File: config.mk
export PLATFORM = sky130hd
export DESIGN_NAME = spr_exec
export DESIGN_NICKNAME = d
export VERILOG_FILES = /design/src/core/spr_pkg.sv /design/src/core/spr_exec.sv
export VERILOG_INCLUDE_DIRS = /design/src /design/src/core
export SDC_FILE = /design/constraint.sdc
export NUM_CORES = 1
export LEC_CHECK = 0
export BUFFER_PORTS_ARGS = -buffer_cell sky130_fd_sc_hd__clkbuf_2
export CORE_MARGIN = 10
export CORE_UTILIZATION = 40
export CTS_CLUSTER_SIZE = 28
export DETAILED_ROUTE_END_ITERATION = 7
export GPL_TIMING_DRIVEN = 0
export PLACE_DENSITY = 0.79
export SLEW_MARGIN = 15
export SYNTH_ARGS = -nofsm -noshare
export SYNTH_HDL_FRONTEND = slang
export SYNTH_SLANG_ARGS = --single-unit
File: constraint.sdc
create_clock -name clk_i -period 2.2 [get_ports clk_i]
set_input_delay 0 -clock clk_i [delete_from_list [all_inputs] [get_ports clk_i]]
set_output_delay 0 -clock clk_i [all_outputs]
set_load 0.01 [all_outputs]
File: src/core/spr_map.svh
`ifndef SPR_MAP_SVH
`define SPR_MAP_SVH

// Opcode fields of the individual stack and return instructions.
`define SPR_REARM_LO 8'h8d
`define SPR_PUSH_MID 7'h0d
`define SPR_RTN_OP 16'h8c0d
`define SPR_RETC_OP 16'hac0d
`define SPR_RETNC_OP 16'hec0d
`define SPR_RETZ_OP 16'h9c0d
`define SPR_RETNZ_OP 16'hdc0d
`define SPR_RETS_OP 16'hcc0d

// Destination codes that steer flag updates on a pop.
`define SPR_DST_ACC 7'h08
`define SPR_DST_ACC_PTR 7'h28
`define SPR_DST_ACC_CTL 7'h29
`define SPR_DST_STATUS 7'h48
// Destination code that names the instruction pointer.
`define SPR_DST_INSTR_PTR 7'h0c

// Flag positions inside a popped status word.
`define SPR_STATUS_C 0
`define SPR_STATUS_E 1
// Sign bit of a data word.
`define SPR_SIGN_BIT 15

// Reset values and step sizes.
`define SPR_IP_RST 16'h0000
`define SPR_IP_STEP 16'h0001
`define SPR_ZERO_WORD 16'h0000

`endif

File: src/core/spr_pkg.sv
package spr_pkg;
	// One data word of the core.
	typedef logic [15:0] spr_word_t;
	// Status flags as seen and produced by the block.
	typedef struct packed {
		logic s;
		logic z;
		logic c;
		logic e;
	} spr_flags_t;
	// Flag update request toward the status register.
	typedef struct packed {
		logic upd_sz;
		logic upd_ce;
		spr_flags_t val;
	} spr_flag_upd_t;
	// Register file write of a popped word.
	typedef struct packed {
		logic en;
		logic [6:0] sel;
		spr_word_t data;
	} spr_dst_wr_t;
	// Stack storage write of a pushed word.
	typedef struct packed {
		logic en;
		spr_word_t data;
	} spr_stk_wr_t;
	// Kinds of instruction this block executes.
	typedef enum logic [2:0] {
		SPR_OTHER,
		SPR_POP_REARM,
		SPR_PUSH,
		SPR_RETURN,
		SPR_RETURN_COND
	} spr_kind_t;
endpackage

File: src/core/spr_exec.sv
`timescale 1ns/1ps
// Notes on behaviour
// RQ1 - Pop-and-rearm copies top word, then decrements pointer.
// RQ2 - Pop-and-rearm clears the interrupt-in-service flag.
// RQ3 - Pop flags: sign/zero for accumulators, carry/equals status.
// RQ4 - Push increments pointer, writes source, flags untouched.
// RQ5 - Return loads pointer from stack, decrements stack pointer.
// RQ6 - Conditional returns test one flag, change none.
// RQ7 - Return-on-carry returns only when carry set.
// RQ8 - Return-on-no-carry returns only when carry clear.
// RQ9 - Return-on-zero returns only when zero set.
// RQ10 - Failed condition advances instruction pointer by one.
// RQ11 - Return-on-nonzero returns only when zero clear.
// RQ12 - Return-on-sign returns only when sign set.
// RQ13 - Failed return keeps stack, completes in one cycle.
`include "spr_map.svh"

module spr_exec
	import spr_pkg::*;
#(
	parameter int STK_W = 4
) (
	// Clock and reset.
	input wire logic clk_i,
	input wire logic rst_n_i,
	// Instruction to execute this cycle.
	input wire logic exec_i,
	input wire spr_word_t instr_i,
	// Operands from the register file and stack storage.
	input wire spr_word_t src_data_i,
	input wire spr_word_t stack_top_i,
	input wire spr_flags_t flags_i,
	// Interrupt logic accepting a request.
	input wire logic int_ack_i,
	// Pointer state.
	output logic [STK_W-1:0] stack_pointer_o,
	output spr_word_t instruction_pointer_o,
	output logic interrupt_in_service_flag_o,
	// Writes toward stack storage and register file.
	output logic [STK_W-1:0] stk_addr_o,
	output spr_stk_wr_t stk_wr_o,
	output spr_dst_wr_t dst_wr_o,
	output spr_flag_upd_t flag_upd_o
);

	// Registered state; all outputs come straight from these.
	logic [STK_W-1:0] stack_pointer;
	logic [STK_W-1:0] next_stack_pointer;
	spr_word_t instruction_pointer;
	spr_word_t next_instruction_pointer;
	logic in_service;
	logic next_in_service;
	logic [STK_W-1:0] stk_addr;
	logic [STK_W-1:0] next_stk_addr;
	spr_stk_wr_t stk_wr;
	spr_stk_wr_t next_stk_wr;
	spr_dst_wr_t dst_wr;
	spr_dst_wr_t next_dst_wr;
	spr_flag_upd_t flag_upd;
	spr_flag_upd_t next_flag_upd;

	// Decode results.
	spr_kind_t kind;
	logic cond_ok;
	logic [6:0] dst_sel;

	assign dst_sel = instr_i[14:8];

	// Classify the instruction word.
	// The pop pattern with the pointer code is a different instruction
	// handled elsewhere, so it is kept out of pop-and-rearm here.
	always_comb begin
		kind = SPR_OTHER;
		if (instr_i == `SPR_RTN_OP) begin
			kind = SPR_RETURN;
		end else if (instr_i == `SPR_RETC_OP ||
			instr_i == `SPR_RETNC_OP ||
			instr_i == `SPR_RETZ_OP ||
			instr_i == `SPR_RETNZ_OP ||
			instr_i == `SPR_RETS_OP) begin
			kind = SPR_RETURN_COND;
		end else if (instr_i[15] && instr_i[7:0] == `SPR_REARM_LO &&
			dst_sel != `SPR_DST_INSTR_PTR) begin
			kind = SPR_POP_REARM; // RQ1
		end else if (instr_i[14:8] == `SPR_PUSH_MID) begin
			// The format bit only says where the source comes from.
			kind = SPR_PUSH; // RQ4
		end
	end

	// Evaluate the tested flag of a conditional return.
	always_comb begin
		case (instr_i)
			`SPR_RETC_OP: begin
				cond_ok = flags_i.c; // RQ7
			end
			`SPR_RETNC_OP: begin
				cond_ok = !flags_i.c; // RQ8
			end
			`SPR_RETZ_OP: begin
				cond_ok = flags_i.z; // RQ9
			end
			`SPR_RETNZ_OP: begin
				cond_ok = !flags_i.z; // RQ11
			end
			`SPR_RETS_OP: begin
				cond_ok = flags_i.s; // RQ12
			end
			default: begin
				// Any other word never returns by condition.
				cond_ok = 1'b0;
			end
		endcase
	end

	// Next values of the pointers, the writes and the flags.
	// Write strobes are single-cycle pulses one edge after execution,
	// which costs a cycle of latency but keeps every output registered.
	always_comb begin
		next_stack_pointer = stack_pointer;
		next_instruction_pointer = instruction_pointer;
		next_in_service = in_service;
		next_stk_addr = stk_addr;
		next_stk_wr = '0;
		next_dst_wr = '0;
		next_flag_upd = '0;
		if (exec_i) begin
			// Sequential flow is the default for every instruction.
			next_instruction_pointer = instruction_pointer +
				`SPR_IP_STEP; // RQ10
			case (kind)
				SPR_POP_REARM: begin
					// Copy the top word, then drop it from the stack.
					next_dst_wr.en = 1'b1; // RQ1
					next_dst_wr.sel = dst_sel;
					next_dst_wr.data = stack_top_i;
					next_stack_pointer = stack_pointer - 1'b1; // RQ1
					next_in_service = 1'b0; // RQ2
					// Accumulator targets report sign and zero.
					if (dst_sel == `SPR_DST_ACC ||
						dst_sel == `SPR_DST_ACC_PTR ||
						dst_sel == `SPR_DST_ACC_CTL) begin
						next_flag_upd.upd_sz = 1'b1; // RQ3
						next_flag_upd.val.s =
							stack_top_i[`SPR_SIGN_BIT];
						next_flag_upd.val.z =
							(stack_top_i == `SPR_ZERO_WORD);
					end else if (dst_sel == `SPR_DST_STATUS) begin
						// The status word hands back carry and equals.
						next_flag_upd.upd_ce = 1'b1; // RQ3
						next_flag_upd.val.c =
							stack_top_i[`SPR_STATUS_C];
						next_flag_upd.val.e =
							stack_top_i[`SPR_STATUS_E];
					end
				end
				SPR_PUSH: begin
					// Grow first, then write at the new top.
					next_stack_pointer = stack_pointer + 1'b1; // RQ4
					next_stk_addr = stack_pointer + 1'b1; // RQ4
					next_stk_wr.en = 1'b1;
					next_stk_wr.data = src_data_i;
				end
				SPR_RETURN: begin
					// Unconditional return, flags left alone.
					next_instruction_pointer = stack_top_i; // RQ5
					next_stack_pointer = stack_pointer - 1'b1; // RQ5
				end
				SPR_RETURN_COND: begin
					// A failed test leaves the stack as it was.
					if (cond_ok) begin
						next_instruction_pointer = stack_top_i; // RQ6
						next_stack_pointer =
							stack_pointer - 1'b1; // RQ6
					end
				end
				default: begin
					// Other instructions only step the pointer here.
					next_stack_pointer = stack_pointer;
				end
			endcase
		end
		// An accepted interrupt wins over a clear in the same cycle,
		// so a request that arrives then is never lost.
		if (int_ack_i) begin
			next_in_service = 1'b1;
		end
	end

	// Register all state on every rising edge.
	always_ff @(posedge clk_i) begin
		if (!rst_n_i) begin
			stack_pointer <= '0;
			instruction_pointer <= `SPR_IP_RST;
			in_service <= 1'b0;
			stk_addr <= '0;
			stk_wr <= '0;
			dst_wr <= '0;
			flag_upd <= '0;
		end else begin
			stack_pointer <= next_stack_pointer;
			instruction_pointer <= next_instruction_pointer;
			in_service <= next_in_service;
			stk_addr <= next_stk_addr;
			stk_wr <= next_stk_wr;
			dst_wr <= next_dst_wr;
			flag_upd <= next_flag_upd;
		end
	end

	// Drive the ports from the registers.
	assign stack_pointer_o = stack_pointer;
	assign instruction_pointer_o = instruction_pointer;
	assign interrupt_in_service_flag_o = in_service;
	assign stk_addr_o = stk_addr;
	assign stk_wr_o = stk_wr;
	assign dst_wr_o = dst_wr;
	assign flag_upd_o = flag_upd;
endmodule

# Word level (Yosys, flattened, before mapping)

Cells that the tools add are included.

Bitwise operators: 4
Reduce and logical (&&, ||, !) cells: 24
Eq/ne operators: 18
Add/subtract/negate cells: 3
Mux-type cells: 16

Operators by type and width:

| kind                  | count |
|---|---|
| $eq 16x16->1 const B  | 6 |
| $pmux 16 s2           | 1 |
| $mux 24               | 1 |
| $mux 17               | 1 |
| $add 16x1->16 const B | 1 |
| $logic_not 16->1      | 1 |
| $mux 16               | 1 |
| $eq 7x4->1 const B    | 2 |
| $eq 7x6->1 const B    | 2 |
| $pmux 4 s3            | 1 |
| $reduce_and 3->1      | 3 |
| $eq 8x8->1 const B    | 1 |
| $eq 7x7->1 const B    | 1 |
| $ne 7x4->1 const B    | 1 |
| $eq 3x2->1 const B    | 2 |
| $logic_or 1x1->1      | 6 |
| $mux 3                | 2 |
| $reduce_and 2->1      | 3 |
| $mux 1                | 5 |
| $pmux 1 s5            | 1 |
| $reduce_or 5->1       | 1 |
| $add 4x1->4 const B   | 1 |
| $mux 2                | 2 |
| $mux 4                | 1 |
| 12 further kinds      | 18 |

Word-level logic and storage cells: 80
Bits in registers: 72
Input port bits: 56

# Depth between registers and ports, before layout

Gate-level depths: netlist of run 1.

Word-level depth: 11
Gate-level depth with buffers: 8

# Worst setup path after synthesis of run 1

Ideal clock, no wire load.

Kind: reg2reg
From: register instruction_pointer[8] (netlist: instruction_pointer_o[8])
To: register instruction_pointer[15] (netlist: instruction_pointer_o[15])
Data arrival time: 1.807 ns
Cell stages (with the launch flop): 7
Setup slack: 0.319 ns
Period minus slack after synthesis: 1.881 ns
Path through: dfxtp_1 > nand4_1 > nor4_1 > and3_1 > nand3_1 > or4_1 > a31oi_1

Longest elaborated chain between the ends: 3

RTL lines:

| item                             | line            | text |
|---|---|---|
| start, declared                  | spr_exec.sv:49  | `spr_word_t instruction_pointer;` |
| start signal, assigned           | spr_exec.sv:194 | `` instruction_pointer <= `SPR_IP_RST; `` |
| start signal, assigned           | spr_exec.sv:202 | `instruction_pointer <= next_instruction_pointer;` |
| $add 16x1->16 (no source line) * | -               |  |
| $mux 16                          | spr_exec.sv:171 | `if (cond_ok) begin` |
| $pmux 16 s2 *                    | spr_exec.sv:131 | `case (kind)` |

Mark *: on every way between the ends. The rest lies on a longest branch, timed or not.
A chain may end at the register's enable or synchronous reset.

# Final worst setup path of run 1

Ends and elaborated chain as after synthesis.

==> out/metrics.cfg, run 1 <==
[status]
status=completed

[synth]
synth_fp_nets=382
synth_flop_cell=dfxtp_1
synth_top_area_share_pct=49.1
synth_cell_types=45
ys_top_cells_by_count=dfxtp_1 (72), and2_1 (45), o21ai_0 (31), a21oi_1 (24), nand3_1 (18)
yosys_warnings=0
avgSynthCellArea_um2=9.09
yosysSeqAreaShare_pct=49.1
synth_edf_count=0
synth_seq_cells=72
synth_area_mm2=0.00294
netlist_top_cells_area=dfxtp_1 (49%), and2_1 (9.6%), o21ai_0 (5.3%), a21oi_1 (4.1%), nand3_1 (3.1%)
ys_async_sr_fraction_pct=0
synthesis.instances=323
synth_top_cell_by_area=dfxtp_1
synth.most_common_cell=dfxtp_1

[setup_path]
end_kind=register
crit_path_cell_trace=nand4_1 -> nor4_4 -> and3_1 -> nand3_1 -> or4_1 -> a31oi_1
r2r_cells=6
critPathSlowestCell=or4_1
r2r-end=instruction_pointer_o[15]
cp.arrival_ns=2.35
critical_path_class=reg2reg
slowest_delay_ns=0.48
reg2reg_from=instruction_pointer_o[8]
required_ns=2.48
start_kind=register
cp_max_fo=6
r2r_slack_ns=0.13

[job]
drv_cap=0

[die]
core-area_mm2=0.00721
dieArea_mm2=0.0112
rows=31
die_y_um=106
start_util_pct=40.7
io_pins=128
die_x_um=106

[sta]
slew_violations=0
setup_violations=0
hold_viol=0
setup_tns_ns=0
fin_crit_sh_pct=94.3
fmax_ghz=0.482
grt_setup_unrepaired=false
skew_ns=0.00998
fin_crit_ns=2.07
holdWs_ns=0.0343
worst_pin_slew_ns=0.521
slew_headroom_pct=65.0

[cells_and_area]
num-fill-cells=635
seq_area_mm2=0.00144
area_delta_synth_final_pct=46.8
multi_input_area_mm2=0.00140
antenna_cells=0
stdcell_area_mm2=0.00431
nNetsFinal=557
layout-drive-gt1-share_pct=30.2

[grt]
grt_max_degree=15
antenna_found_initial=0
grt_pass1_wl_um=15700
grt_pass1_vias=3048
grt_overflow=0
track_usage_pct=17.2

[clocking]
cts.htree.levels=3
cts_tree=done
worstSkewPairLatency_ns=0.35
cts_root_buffer=clkbuf_8
clk_pin_slew_worst_paths_ns=0.09
numCtsBuffers=9
cts_setup_buffers=0
cts_buffer_depth=2
clock_sink_count=72

[detailed_routing]
vias=3073
finalWirelength_um=9880
drt_iter0_markers=144
final_antenna_net_count=0
viasPerCell=5.10
wire_per_inst_um=16.4
drt_pass1_iterations=7
drc=0

[power]
ir_drop_mv=0.345
leakagePower_nw=1.92
finalPower_mw=2.59
p_per_area_mw_per_mm2=601

[placed_design]
placed_cell_area_mm2=0.00367
port-buffer-count=122
gp_congestion=0.878
dp_hpwl_um=7020

[min_path]
min_path_cells=3
holdPathEnd=dst_wr_o[22]
hold_path_class=in2reg
hold_start=instr_i[14]

## how the worst max path moves through the flow
| stage | cells after the start | to | startpoint |
|---|---|---|---|
| final | 6 | instruction_pointer_o[15] | instruction_pointer_o[8] |
| after global routing | 6 | instruction_pointer_o[15] | instruction_pointer_o[8] |
| after CTS | 6 | instruction_pointer_o[15] | instruction_pointer_o[8] |
| after detailed placement | 8 | instruction_pointer_o[4] | instr_i[5] |
| after global placement | 8 | instruction_pointer_o[4] | instr_i[5] |
| after floorplan | 6 | instruction_pointer_o[15] | instruction_pointer_o[8] |
## sequential cells by signal, summed over array words and instances, names as in the netlist
| name | count |
|---|---|
| instruction_pointer_o | 16 |
| dst_wr_o | 24 |
| stk_addr_o | 4 |
| stack_pointer_o | 4 |
| stk_wr_o | 17 |
| interrupt_in_service_flag_o | 1 |
| flag_upd_o | 6 |
## metal layers
metal / vias up / share of wire (%) / GRT usage [%]
met1: 1400 / 39 / 18.8
met5: - / 0 / 0
met3: 26 / 10 / 7.00
met2: 150 / 48 / 28.3
li1: 1497 / - / -
met4: 0 / 2.8 / 8.70
## repair_timing
action | in CTS | in global routing
hold endpoints to repair | 55 | 0
gates resized for setup | 0 | 2
endpoints found under the setup margin | 0 | 1
hold buffers | 42 | 0
## cell type report
cell class / count / share of cell area (%)
sequential: 72 / 33.4
multi-input combinational: 227 / 32.5
timing repair buffer: 164 / 23.9
clock buffer: 9 / 2.87
tap: 99 / 2.87
clock inverter: 7 / 1.86
buffer: 16 / 1.80
inverter: 8 / 0.697
## power breakdown
group	internal, mW	switching [mW]	total [mW]
registers	1.31	0.00727	1.31
clock network	0.535	0.539	1.07
logic	0.107	0.0969	0.204
## logic make-up after synthesis
| family | after synthesis | share of synthesized area, % |
|---|---|---|
| AND/OR/NAND/NOR | 151 | 31.1 |
| flip-flops | 72 | 49.1 |
| XOR/XNOR | 3 | 0.895 |
| buffers and inverters | 24 | 3.66 |
| adder cells (fa/ha/maj) | 3 | 1.28 |
| multiplexers | 5 | 1.70 |
| AO/OA/AOI/OAI | 65 | 12.2 |
## through the flow
stage          setup WS (ns)  util (%)  cells
2_1_floorplan          0.319         -    323
3_3_place_gp         0.00919      50.9    544
3_5_place_dp         0.00582      50.9    544
4_1_cts                0.125      59.5    602
5_1_grt               0.0102      59.7    602
6_report               0.125      59.7    602
## cell usage in the layout (no fill, tap or decap), types with 8 or more instances in the layout
| cell type | instances |
|---|---|
| clkbuf_2 | 123 |
| dfxtp_1 | 72 |
| and2_1 | 45 |
| dlygate4sd3_1 | 42 |
| o21ai_0 | 31 |
| a21oi_1 | 24 |
| nand3_1 | 18 |
| nand2_1 | 17 |
| nor2_1 | 10 |
| nor3_1 | 10 |
| clkbuf_1 | 9 |
| clkbuf_8 | 9 |
| inv_1 | 8 |
| nor4_1 | 8 |
| nor3b_1 | 8 |
## worst max-delay path, delay by kind of cell (launching register included)
family	cells	cell delay, ns
DFF	1	0.45
AOI/OAI and AO/OA	1	0.16
and+or+nand+nor	5	1.38
Note: power is estimated with default switching activity, not from simulation.
==> run 2, diff against run 1 <==
--- a/config.mk
+++ b/config.mk
@@ -7,12 +7,11 @@
 export NUM_CORES = 1
 export LEC_CHECK = 0
 export BUFFER_PORTS_ARGS = -buffer_cell sky130_fd_sc_hd__clkbuf_2
-export CORE_MARGIN = 10
-export CORE_UTILIZATION = 40
+export CORE_UTILIZATION = 45
 export CTS_CLUSTER_SIZE = 28
 export DETAILED_ROUTE_END_ITERATION = 7
 export GPL_TIMING_DRIVEN = 0
-export PLACE_DENSITY = 0.79
+export PLACE_DENSITY = 0.86
 export SLEW_MARGIN = 15
 export SYNTH_ARGS = -nofsm -noshare
 export SYNTH_HDL_FRONTEND = slang
==> run 2 against run 1 <==
  * Final area shrank 0.73%
  * Combinational power barely moved
  * Maximum frequency increased by 1.5%
  * Die area decreased by 39%
  * Via count is 1.2% higher
  * Hold slack lost 0.011 ns
  * Clock power grew 8%
  * Register-to-register slack gained 0.03 ns
  * Wire length shrank 13%
  * Sequential power about the same
  * Clock skew rose by 0.0012 ns
  * Worst setup slack improved by 0.030 ns
  * Critical path type unchanged
  * Critical endpoint unchanged
==> out/metrics.cfg, run 2 (synthesis gave the netlist of run 1 again) <==
[clocking]
cts_tree=done
clock_sink_count=72  ; unchanged
worstSkewPairLatency_ns=0.34  ; about the same
cts_buffer_depth=2  ; unchanged
numCtsBuffers=9  ; unchanged
cts_root_buffer=clkbuf_8
clk_pin_slew_worst_paths_ns=0.08  ; about the same
cts_setup_buffers=0  ; unchanged
cts.htree.levels=3  ; unchanged

[power]
p_per_area_mw_per_mm2=626  ; +4.1%
ir_drop_mv=0.484  ; +40%
combPwrFrac_pct=7.6  ; -0.3 points
pwr-share-seq_pct=49.1  ; -1.6 points
netSwitchingFraction_pct=22.5  ; -2.3 points
netSwitchingPower_mw=0.602  ; -6.3%
leakagePower_nw=1.91  ; -0.39%
power.clock.fraction_pct=43.4  ; +2.0 points
p_int_mw=2.08  ; +6.6%

[detailed_routing]
wire_per_inst_um=14.8  ; -9.8%
finalWirelength_um=8550  ; -13%
vias=3109  ; +1.2%
drc=0  ; unchanged
drt_pass1_iterations=5  ; -2
viasPerCell=5.38  ; +5.4%
final_antenna_net_count=0  ; unchanged
drt_iter0_markers=216  ; +50%

[setup_path]
cp_max_fo=6  ; unchanged
critical_path_class=reg2reg
r2r-end=instruction_pointer_o[15]
end_kind=register
r2r_slack_ns=0.16  ; +0.03 ns
r2r_cells=6  ; unchanged
cp.arrival_ns=2.31  ; -0.04 ns
reg2reg_from=instruction_pointer_o[8]
required_ns=2.47  ; about the same
start_kind=register

[die]
core-area_mm2=0.00631  ; -12%
dieArea_mm2=0.00685  ; -39%
die_y_um=82.8  ; -22%
io_pins=128  ; unchanged
die_x_um=82.8  ; -22%
start_util_pct=46.5  ; +5.8 points
rows=29  ; -6.5%

[placed_design]
dp.cells=522  ; -4.0%
dp_slack_ns=0.0239  ; +0.0181 ns
dp_hpwl_um=5620  ; -20%
port-buffer-count=122  ; unchanged
gp_congestion=0.897  ; +2.1%

[cells_and_area]
antenna_cells=0  ; unchanged
num-fill-cells=499  ; -21%
nNetsFinal=555  ; -0.36%
final_common_cell=clkbuf_2
largest_reg_flops=24  ; unchanged
final_cells=578  ; -4.0%
area_delta_synth_final_pct=45.7
layout-drive-gt1-share_pct=30.9  ; +0.72 points
final_cell_mix=clkbuf_2 (124), dfxtp_1 (72), and2_1 (45)

[sta]
hold_viol=0  ; unchanged
setup_tns_ns=0  ; unchanged
worst_pin_slew_ns=0.515  ; -0.00594 ns
setup_slack_ns=0.155  ; +0.0302 ns
slew_violations=0  ; unchanged
setup_violations=0  ; unchanged
fin_crit_sh_pct=92.9  ; -1.4 points
grt_setup_unrepaired=false
fmax_ghz=0.489  ; +1.5%
skew_ns=0.0112  ; +0.00122 ns
slew_headroom_pct=65.3  ; +0.33 points
fin_crit_ns=2.04  ; -0.0302 ns

[grt]
track_usage_pct=24.8  ; +7.6 points
grt_overflow=0  ; unchanged
use_met3_pct=5.79  ; -1.2 points
antenna_found_initial=0  ; unchanged
grt_max_degree=13  ; -2
use_met2_pct=42.4  ; +14 points
grt_pass1_wl_um=12900  ; -18%
grt_use_met1_pct=29.6  ; +11 points
grt_pass1_vias=2888  ; -5.2%
grt.busiest_layer=met2

[status]
status=completed

[min_path]
hold_path_class=in2reg
holdPathEnd=dst_wr_o[20]
hold_start=instr_i[12]
min_path_cells=2  ; -1

[job]
drv_cap=0  ; unchanged

-- run 2: cell types whose count changed in the layout (fill, tap and decap cells not counted), sizes merged --
cell / delta
inv: -2
bufinv: +1
dlygate4sd3: -2
clkbuf: +1
clkinv: +1
clkinvlp: -1
-- run 2: how the worst max path moves through the flow --
| stage | start | to | cells after the start | slack (ns) |
|---|---|---|---|---|
| floorplan | instruction_pointer_o[8] | instruction_pointer_o[15] | 6 | 0.32 |
| global placement | instr_i[5] | instruction_pointer_o[4] | 8 | 0.04 |
| detailed placement | instr_i[5] | instruction_pointer_o[14] | 8 | 0.02 |
| CTS | instr_i[13] | stk_wr_o[0] | 9 | 0.02 |
| global route | instruction_pointer_o[0] | instruction_pointer_o[14] | 7 | 0.01 |
| finish | instruction_pointer_o[8] | instruction_pointer_o[15] | 6 | 0.16 |
-- run 2: critical path: stages, from the launching register on --
cell and delay [ns]:
dfxtp_1 0.43, nand4_1 0.18, nor4_2 0.37, and3_1 0.24
nand3_1 0.10, or4_1 0.47, a31oi_1 0.16
-- run 2: cell type report --
| class | count | area (µm²) | share of cell area (%) |
|---|---|---|---|
| Tap cell | 77 | 96.3 | 2.25 |
| Inverter | 8 | 30.0 | 0.702 |
| Multi-Input combinational cell | 227 | 1400 | 32.7 |
| Buffer | 16 | 78.8 | 1.84 |
| Timing Repair Buffer | 162 | 1010 | 23.6 |
| Clock inverter | 6 | 82.6 | 1.93 |
| Clock buffer | 10 | 138 | 3.22 |
| Sequential cell | 72 | 1440 | 33.7 |
-- run 2: repair_timing --
| item | in CTS | in global routing |
|---|---|---|
| hold buffers | 40 | 0 |
| setup endpoints to repair | 0 | 12 |
| endpoints found under the hold margin | 50 | 0 |
| resized for setup | 0 | 6 |
-- run 2: power by group through the flow --
| stage | clock, mW | combinational, mW | sequential (mW) |
|---|---|---|---|
| final | 1.16 | 0.203 | 1.31 |
| after global routing | 1.23 | 0.219 | 1.32 |
| after CTS | 1.16 | 0.196 | 1.31 |
| after detailed placement | 0 | 0.140 | 1.35 |
| after global placement | 0 | 0.137 | 1.34 |
| after floorplan | 0 | 0.0561 | 1.35 |
-- run 2: metrics by stage --
| step | cell area (µm²) | hold slack (ns) | total power, mW | util, % |
|---|---|---|---|---|
| after floorplan | 2940 | 0.0803 | 1.40 | - |
| after global placement | 3640 | 0.199 | 1.48 | 57.7 |
| after detailed placement | 3640 | 0.202 | 1.48 | 57.7 |
| after CTS | 4260 | 0.00635 | 2.67 | 67.5 |
| after global routing | 4280 | 0.0149 | 2.77 | 67.8 |
| final | 4280 | 0.0234 | 2.68 | 67.8 |
-- run 2: metal layers --
metal	share of wire (%)	wire length, µm
met1	44	3760
met2	48	4100
met3	6.4	550
met4	1.7	144
met5	0	0
